## src/logic/iwd_consts.svh

```systemverilog
// constants for the internal i/o window decoder
`ifndef IWD_CONSTS_SVH
`define IWD_CONSTS_SVH
`define IWD_WINDOW_SIZE     64
`define IWD_CTRL_OFFSET     6'h3f
`define IWD_BASE_HI_POS     7
`define IWD_BASE_LO_POS     6
`define IWD_HALT_POS        5
`define IWD_CTRL_RESET      3'h0
`define IWD_MIRROR_CYCLES   3
`endif

```

## src/logic/iwd_pkg.sv

```systemverilog
// types for the internal i/o window decoder
package iwd_pkg;
	typedef enum logic [1:0]
	{
		IWD_IDLE  = 2'b00,
		IWD_T1    = 2'b01,
		IWD_T2    = 2'b11,
		IWD_T3    = 2'b10
	} iwd_state_e;
	typedef logic [7:0] iwd_byte_t;
endpackage

```

## src/logic/iwd_reg_mem.sv

```systemverilog
// register storage for the internal window, registered read
`timescale 1ns/1ps
module iwd_reg_mem
#(
	parameter int DEPTH = 64
)
(
	// clock and reset
	input  wire logic                      ref_clk,
	input  wire logic                      rst,
	// write port
	input  wire logic                      wrEn,
	input  wire logic [$clog2(DEPTH)-1:0]  wrAddr,
	input  wire logic [7:0]                wrData,
	// read port
	input  wire logic [$clog2(DEPTH)-1:0]  rdAddr,
	output logic      [7:0]                rdData
);
	logic [7:0] mem [DEPTH];

	if (DEPTH < 2)
	begin : g_depth_check
		$error("depth too small");
	end

	always_ff @(posedge ref_clk)
	begin
		if (wrEn)
			mem[wrAddr] <= wrData;
	end

	always_ff @(posedge ref_clk or posedge rst)
	begin
		if (rst)
			rdData <= 8'h00;
		else
			rdData <= mem[rdAddr];
	end
endmodule

```

## src/logic/iwd_mirror.sv

```systemverilog
// fixed-length external mirror cycle sequencer
`timescale 1ns/1ps
`include "iwd_consts.svh"
module iwd_mirror
(
	// clock and reset
	input  wire logic  ref_clk,
	input  wire logic  rst,
	// start request
	input  wire logic  start,
	input  wire logic  isWrite,
	// external strobes
	output logic       extIorq,
	output logic       extRd,
	output logic       extWr,
	output logic       busy,
	output logic       done
);
	import iwd_pkg::*;
	iwd_state_e state;
	logic       wrCyc;

	// fixed three states, no wait sampling
	always_ff @(posedge ref_clk or posedge rst)
	begin
		if (rst)
			state <= IWD_IDLE;
		else
			case (state)
				IWD_IDLE: if (start) state <= IWD_T1;
				IWD_T1:   state <= IWD_T2;
				IWD_T2:   state <= IWD_T3;
				IWD_T3:   state <= IWD_IDLE;
				default:  state <= IWD_IDLE;
			endcase
	end

	always_ff @(posedge ref_clk or posedge rst)
	begin
		if (rst)
			wrCyc <= 1'b0;
		else if (start && state == IWD_IDLE)
			wrCyc <= isWrite;
	end

	always_ff @(posedge ref_clk or posedge rst)
	begin
		if (rst)
		begin
			extIorq <= 1'b0;
			extRd   <= 1'b0;
			extWr   <= 1'b0;
			done    <= 1'b0;
		end
		else
		begin
			extIorq <= (state == IWD_T1) || (state == IWD_T2);
			extRd   <= !wrCyc && ((state == IWD_T1) || (state == IWD_T2));
			extWr   <= wrCyc && (state == IWD_T2);
			done    <= state == IWD_T3;
		end
	end

	assign busy = state != IWD_IDLE;

	fixed_len_a: assert property (@(posedge ref_clk) disable iff (rst)
		$rose(busy) |-> busy [*3] ##1 !busy)
		else $error("mirror length wrong");
endmodule

```

## src/logic/iwd_top.sv

```systemverilog
// internal i/o window decode, relocation and access mirroring
`timescale 1ns/1ps
`include "iwd_consts.svh"
module iwd_top
(
	// clock and reset
	input  wire logic             ref_clk,
	input  wire logic             rst,
	// cpu i/o access
	input  wire logic             ioReq,
	input  wire logic             ioWrite,
	input  wire logic [15:0]      ioAddr,
	input  wire iwd_pkg::iwd_byte_t ioWrData,
	output logic                  ioAck,
	output logic                  ioInternal,
	output iwd_pkg::iwd_byte_t    ioRdData,
	// external bus
	input  wire logic             extWait,
	input  wire iwd_pkg::iwd_byte_t extRdData,
	output logic                  extIorq,
	output logic                  extRd,
	output logic                  extWr,
	output logic [15:0]           extAddr,
	output iwd_pkg::iwd_byte_t    extWrData,
	// control state
	output logic [1:0]            window_base_field,
	output logic                  peripheral_halt_mode
);
	import iwd_pkg::*;

	logic       window_base_bit_hi;
	logic       window_base_bit_lo;
	logic       peripheral_halt_enable;
	logic       hit;
	logic       ctrlHit;
	logic       accept;
	logic       busy;
	logic       done;
	logic       pendInt;
	logic       extWaitS1;
	logic       extWaitS2;
	logic       extBusy;
	logic       extDone;
	logic [1:0] extCnt;
	logic [5:0] offs;
	logic [7:0] memRd;
	logic [7:0] ctrlRd;

	assign offs    = ioAddr[5:0];
	assign hit     = (ioAddr[15:8] == 8'h00)
		&& (ioAddr[7:6] == {window_base_bit_hi, window_base_bit_lo});
	assign ctrlHit = hit && (offs == `IWD_CTRL_OFFSET);
	// the answer cycles block a second take while the cpu still holds its request
	assign accept  = ioReq && !busy && !extBusy && !done && !ioAck;
	assign ioInternal = hit;
	assign window_base_field = {window_base_bit_hi, window_base_bit_lo};
	assign peripheral_halt_mode = peripheral_halt_enable;

	// control register
	always_ff @(posedge ref_clk or posedge rst)
	begin
		if (rst)
		begin
			{window_base_bit_hi, window_base_bit_lo, peripheral_halt_enable} <= `IWD_CTRL_RESET;
		end
		else if (accept && ioWrite && ctrlHit)
		begin
			window_base_bit_hi     <= ioWrData[`IWD_BASE_HI_POS];
			window_base_bit_lo     <= ioWrData[`IWD_BASE_LO_POS];
			peripheral_halt_enable <= ioWrData[`IWD_HALT_POS];
		end
	end

	assign ctrlRd = {window_base_bit_hi, window_base_bit_lo, peripheral_halt_enable, 5'h00};

	// other 63 slots of the window
	iwd_reg_mem #(.DEPTH(`IWD_WINDOW_SIZE)) uMem
	(
		.ref_clk (ref_clk),
		.rst     (rst),
		.wrEn    (accept && ioWrite && hit && !ctrlHit),
		.wrAddr  (offs),
		.wrData  (ioWrData),
		.rdAddr  (extAddr[5:0]),
		.rdData  (memRd)
	);

	// mirror sequencer for internal hits
	logic mIorq;
	logic mRd;
	logic mWr;
	iwd_mirror uMirror
	(
		.ref_clk (ref_clk),
		.rst     (rst),
		.start   (accept && hit),
		.isWrite (ioWrite),
		.extIorq (mIorq),
		.extRd   (mRd),
		.extWr   (mWr),
		.busy    (busy),
		.done    (done)
	);

	// wait input synchroniser, used only by true external cycles
	always_ff @(posedge ref_clk or posedge rst)
	begin
		if (rst)
		begin
			extWaitS1 <= 1'b0;
			extWaitS2 <= 1'b0;
		end
		else
		begin
			extWaitS1 <= extWait;
			extWaitS2 <= extWaitS1;
		end
	end

	// plain external cycle: stretched while wait is asserted
	always_ff @(posedge ref_clk or posedge rst)
	begin
		if (rst)
			extCnt <= 2'h0;
		else if (accept && !hit)
			extCnt <= 2'h3;
		else if (extCnt != 2'h0 && !(extCnt == 2'h1 && extWaitS2))
			extCnt <= extCnt - 2'h1;
	end
	assign extBusy = extCnt != 2'h0;
	assign extDone = extCnt == 2'h1 && !extWaitS2;

	logic pWrite;
	always_ff @(posedge ref_clk or posedge rst)
	begin
		if (rst)
		begin
			extAddr   <= 16'h0000;
			extWrData <= 8'h00;
			pWrite    <= 1'b0;
			pendInt   <= 1'b0;
		end
		else if (accept)
		begin
			extAddr   <= ioAddr;
			extWrData <= ioWrData;
			pWrite    <= ioWrite;
			pendInt   <= hit && ctrlHit;
		end
	end

	assign extIorq = mIorq || extBusy;
	assign extRd   = mRd || (extBusy && !pWrite);
	assign extWr   = mWr || (extBusy && pWrite && extCnt == 2'h2);

	// answer strobe: one cycle per finished access
	always_ff @(posedge ref_clk or posedge rst)
	begin
		if (rst)
			ioAck <= 1'b0;
		else
			ioAck <= done || extDone;
	end

	// answer data: internal data wins over external data
	always_ff @(posedge ref_clk or posedge rst)
	begin
		if (rst)
			ioRdData <= 8'h00;
		else if (done)
			ioRdData <= pendInt ? ctrlRd : memRd;
		else if (extDone)
			ioRdData <= extRdData;
	end

	// decode checks
	base_reset_a: assert property (@(posedge ref_clk)
		$fell(rst)
		|-> window_base_field == 2'b00)
		else $error("base not zero after reset");

	upper_zero_a: assert property (@(posedge ref_clk) disable iff (rst)
		ioAddr[15:8] != 8'h00
		|-> !ioInternal)
		else $error("internal hit outside low page");

	base_match_a: assert property (@(posedge ref_clk) disable iff (rst)
		ioInternal
		|-> ioAddr[7:6] == window_base_field)
		else $error("hit off base");

	window_span_a: assert property (@(posedge ref_clk) disable iff (rst)
		ioReq && ioAddr[15:6] == {8'h00, window_base_field}
		|-> ioInternal)
		else $error("window slot missed");

	mirror_addr_a: assert property (@(posedge ref_clk) disable iff (rst)
		mIorq
		|-> extAddr[15:8] == 8'h00)
		else $error("mirror outside low page");

	// control register checks
	ctrl_write_a: assert property (@(posedge ref_clk) disable iff (rst)
		accept && ioWrite && ctrlHit
		|=> window_base_field == $past(ioWrData[`IWD_BASE_HI_POS:`IWD_BASE_LO_POS]))
		else $error("base not loaded");

	halt_write_a: assert property (@(posedge ref_clk) disable iff (rst)
		accept && ioWrite && ctrlHit
		|=> peripheral_halt_mode == $past(ioWrData[`IWD_HALT_POS]))
		else $error("halt bit not loaded");

	base_hold_a: assert property (@(posedge ref_clk) disable iff (rst)
		!(accept && ioWrite && ctrlHit)
		|=> $stable(window_base_field))
		else $error("base moved without write");

	halt_hold_a: assert property (@(posedge ref_clk) disable iff (rst)
		!(accept && ioWrite && ctrlHit)
		|=> $stable(peripheral_halt_mode))
		else $error("halt moved without write");

	ctrl_read_a: assert property (@(posedge ref_clk) disable iff (rst)
		accept && !ioWrite && ctrlHit
		|-> ##5 ioRdData[7:5] == $past(ctrlRd[7:5], 5))
		else $error("control read wrong");

	ctrl_low_zero_a: assert property (@(posedge ref_clk) disable iff (rst)
		done && pendInt
		|=> ioRdData[4:0] == 5'h00)
		else $error("control low bits not zero");

	// mirror checks
	write_mirror_a: assert property (@(posedge ref_clk) disable iff (rst)
		accept && ioWrite && hit
		|-> ##3 extWr)
		else $error("no mirrored write");

	write_once_a: assert property (@(posedge ref_clk) disable iff (rst)
		busy && extWr
		|=> !extWr)
		else $error("mirrored write too long");

	read_mirror_a: assert property (@(posedge ref_clk) disable iff (rst)
		accept && !ioWrite && hit
		|-> ##2 extRd ##1 extRd)
		else $error("no mirrored read");

	read_ignored_a: assert property (@(posedge ref_clk) disable iff (rst)
		done && !pendInt && memRd != extRdData
		|=> ioRdData != $past(extRdData))
		else $error("external data used on internal read");

	no_wait_a: assert property (@(posedge ref_clk) disable iff (rst)
		accept && hit
		|-> ##5 ioAck)
		else $error("mirror stretched");

	no_overlap_a: assert property (@(posedge ref_clk) disable iff (rst)
		busy
		|-> !extBusy)
		else $error("plain cycle during mirror");

	// answer checks
	ack_pulse_a: assert property (@(posedge ref_clk) disable iff (rst)
		ioAck
		|=> !ioAck)
		else $error("acknowledge longer than one cycle");

	one_taken_a: assert property (@(posedge ref_clk) disable iff (rst)
		busy || extBusy || done || ioAck
		|-> !accept)
		else $error("request taken while answering");

	cov_reloc_c: cover property (@(posedge ref_clk)
		accept && ioWrite && ctrlHit && ioWrData[7:6] != 2'b00);
	cov_int_rd_c: cover property (@(posedge ref_clk)
		accept && !ioWrite && hit);
	cov_ext_wait_c: cover property (@(posedge ref_clk)
		extBusy && extWaitS2);
	cov_halt_c: cover property (@(posedge ref_clk)
		$rose(peripheral_halt_mode));
	cov_ext_wr_c: cover property (@(posedge ref_clk)
		accept && ioWrite && !hit);
endmodule

```

## config.mk

```make
export PLATFORM = sky130hd
export DESIGN_NAME = iwd_top
export DESIGN_NICKNAME = d
export VERILOG_FILES = /design/src/logic/iwd_pkg.sv /design/src/logic/iwd_reg_mem.sv /design/src/logic/iwd_mirror.sv /design/src/logic/iwd_top.sv
export VERILOG_INCLUDE_DIRS = /design/src /design/src/logic
export SDC_FILE = /design/constraint.sdc
export NUM_CORES = 1
export LEC_CHECK = 0
export BUFFER_PORTS_ARGS = -buffer_cell sky130_fd_sc_hd__buf_4
export CAP_MARGIN = 25
export CORE_MARGIN = 2
export CORE_UTILIZATION = 40
export CTS_BUF_LIST = sky130_fd_sc_hd__clkbuf_8 sky130_fd_sc_hd__clkbuf_16
export DETAILED_ROUTE_END_ITERATION = 10
export PLACE_DENSITY = 0.6
export SKIP_CTS_REPAIR_TIMING = 1
export SLEW_MARGIN = 40
export SYNTH_ARGS = -nofsm -noshare
export SYNTH_HDL_FRONTEND = slang
export SYNTH_SLANG_ARGS = --single-unit
```

## constraint.sdc

```tcl
create_clock -name ref_clk -period 3.3 [get_ports ref_clk]
set_input_delay 0.66 -clock ref_clk [delete_from_list [all_inputs] [get_ports ref_clk]]
set_output_delay 0.66 -clock ref_clk [all_outputs]
set_load 0.03 [all_outputs]
```

==> results by group <==
Die
  – Site Rows: 86
  – Die Span Y: 239 µm
  – Die W: 239 µm
  – Initial core utilization: 0.404
  – Top-level I/O count: 77
  – Die area: 0.0573 mm²
  – Core ar.: between 0.05 and 0.06 mm²

CTS
  – CTS tree: built
  – CTS sink cnt: 569
  – H-Tree Depth: 2
  – Clk slew on worst S/H paths: about 0.060 ns
  – CTS buffer count: 56
  – Root buf cell: clkbuf_16
  – Worst-skew pair later-pin latency: 0.61 ns
  – CTS max path bufs: 3

Global routing
  – Largest net degree at the start of global routing: between 60 and 70
  – Grt total ovfl: 0
  – Number of global-route vias before repair: 11200
  – Antenna violations before repair: 0
  – GRT Util Overall: 0.182
  – First-pass GRT wire length: between 70000 and 80000 µm

Routing
  – Per-cell routed wire length: 25.3 µm
  – DRC: 0
  – Detailed Routing Iterations Pass 1: 5
  – Routed Antenna Nets: 0
  – Total routed wirelength: just over 50000 µm
  – Initial DRC count: 1288
  – Vias: 11100
  – Vias per inst: approximately 5.5

Synthesis
  – Largest area contributor in the netlist: edfxtp_1
  – YS warnings: 0
  – Compound-Gate Fraction of Synth Area: 0.0239
  – Post-synthesis register bit count: 569
  – Multiplexer share of the synthesized area: 0.165
  – Post-synthesis sequential area ratio: 0.758
  – Top-area cell type share of the netlist area: 0.694
  – Largest cells by area after synthesis: edfxtp_1, mux4_2, dfrtp_1
  – Post-synth ARST share: 0.100
  – Synth Cell Area: about 0.022 mm²
  – Post-synthesis xor/xnor area fraction: 0.00119
  – Main flop type after synthesis: edfxtp_1
  – EDFF count, synth: 512
  – Adder-Cell Fraction of Synth Area: 0.00169
  – Syn Inst Count: 1084
  – Simple-Gate Fraction of Synth Area: 0.0334
  – Count of cell types in the netlist: 48
  – Largest family of logic cells by synthesized area: multiplexers
  – Avg Cell Area, Syn: 20.4 µm²

Cells and area
  – Nets: 1309
  – Most frequent cells in the layout: edfxtp_1, buf_4, mux4_2
  – N_diodes: 0
  – Multi-input logic area: 0.00501 mm²
  – Leading cell type in the layout, fill and taps excluded: edfxtp_1
  – Non-Filler Instances: 2019
  – Area Overhead vs Synth: 17.8%
  – Layout cells sized above 1: 0.332
  – # fillers: 4507
  – FF+latch area: 0.0168 mm²

Critical path
  – WP data required: 3.60 ns
  – Crit Path Max Fanout: 8
  – Critical Path End Type: flop
  – CP Launch Type: flop
  – WS Path Type: flop to flop
  – Critical Path AT: 3.22 ns

Timing
  – Setup_tns: 0 ns
  – Unrepaired setup endpoints after global routing: no
  – Setup violators final: 0
  – Slew Limit Fails: 0
  – Worst rel slew slack: 0.457
  – Skew final: 0.0209 ns
  – Tcrit/Tclk final: 0.886
  – Period minus WS final: 2.92 ns
  – Final Hold Viols: 0
  – Slew of the pin with the lowest slew margin: 0.815 ns
  – FMAX: 0.342 GHz
  – Min Hold Slack: 0.124 ns
  – Worst setup margin: 0.377 ns

Power and ir drop
  – Overall power: 20.9 mW
  – Sw frac: 0.295
  – Comb pwr share: 0.266
  – Clock share of power: 0.318
  – Cell-internal power: 14.7 mW
  – Static Leakage: 8.77 nW
  – PD cells: 802 mW/mm²
  – Reg power frac: 0.417
  – Worst IR Drop VDD: 0.000402 V
  – Sw Pwr: 6.18 mW

Placement
  – Placed insts: 1914
  – DP Worst Slack: 0.0854 ns
  – DP Wirelength: 31200 µm
  – Buffers added on ports: 76
  – Placer Congestion: 0.868

Min path
  – Hold crit path type: input pin to asynchronous set/reset pin

Flow run
  – Max-Cap Viols: 0

Outcome
  – Status: completed
## routing by layer
layer | global-route usage | wire length, µm
met1 | 0.266 | 22800
met2 | 0.277 | 23500
met3 | 0.0343 | 3510
met4 | 0.0597 | 1260
met5 | 0 | 0
## cell families (layout without fill, tap and decap cells)
kind of cell             after synthesis  after routing
XOR/XNOR                               3              3
adder cells (fa/ha/maj)                3              3
buffers and inverters                 68            292
AO/OA/AOI/OAI                         85             85
multiplexers                         195            195
other                                  1              8
AND/OR/NAND/NOR                      160            160
flip-flops                           569            569
## power by group through the flow
stage	logic (mW)	registers, mW	clock network (mW)
2_1_floorplan	3.57	8.82	0
3_3_place_gp	5.57	8.87	0
3_5_place_dp	5.60	8.88	0
4_1_cts	5.61	8.73	6.79
5_1_grt	5.90	8.79	7.04
6_report	5.56	8.72	6.65
## worst max-delay path: stages (launching register included)
cell	delay, ns
dfrtp_1	0.39
inv_1	0.12
ha_1	0.29
nand3b_1	0.24
nor4_2	0.50
nand2_1	0.61
nor2_1	0.26
buf_4	0.20
## area by class of cell
type,instances,share of cell area
Sequential cell,569,0.645
Multi-Input combinational cell,454,0.192
Clock buffer,57,0.0547
Timing Repair Buffer,180,0.0542
Tap cell,704,0.0338
Clock inverter,47,0.0195
Inverter,8,0.00120
## worst paths after layout
path,from,endpoint,slack (ns),depth (start not counted)
min,rst,window_base_bit_hi,0.12,2
max in group asynchronous,rst,ioRdData[2],2.45,3
max,extCnt[0],uMem.mem[3][0],0.38,7
min in group ref_clk,extWait,extWaitS1,0.16,1
min reg2reg,extWaitS1,extWaitS2,0.36,0
max reg2reg,extCnt[0],uMem.mem[3][0],0.38,7
## metrics by stage
stage / area (µm²) / utilization
detailed placement: 24100 / 0.440
CTS: 26100 / 0.475
finish: 26100 / 0.475
global route: 26100 / 0.475
global placement: 24100 / 0.440
floorplan: 22200 / -
## cells in the mapped netlist (2+ instances only)
| master | count |
|---|---|
| a211o_1 | 2 |
| a211oi_1 | 6 |
| a21o_1 | 2 |
| a21oi_1 | 18 |
| a31oi_1 | 2 |
| buf_1 | 4 |
| buf_2 | 17 |
| buf_4 | 16 |
| buf_6 | 4 |
| clkbuf_1 | 18 |
| dfrtp_1 | 57 |
| edfxtp_1 | 512 |
| ha_1 | 3 |
| inv_1 | 8 |
| mux2_1 | 3 |
| mux2_2 | 30 |
| mux2i_1 | 30 |
| mux4_2 | 132 |
| nand2_1 | 29 |
| nand2b_1 | 6 |
| nand3_1 | 5 |
| nand3b_1 | 6 |
| nand4_1 | 2 |
| nor2_1 | 85 |
| nor2b_1 | 13 |
| nor3_1 | 2 |
| nor4_1 | 2 |
| nor4_2 | 2 |
| o21ai_0 | 18 |
| o21ai_1 | 7 |
| o21bai_1 | 2 |
| o221ai_1 | 7 |
| o22ai_1 | 11 |
| o31ai_1 | 7 |
| xnor2_1 | 3 |
## registers in the layout, indices dropped and copies added (netlist names), 2 cells and up
name,flops
extCnt,2
ioRdData,8
extWrData,8
extAddr,16
uMirror.state,2
uMem.mem,512
uMem.rdData,8
Power figures use the tool's default switching activity.
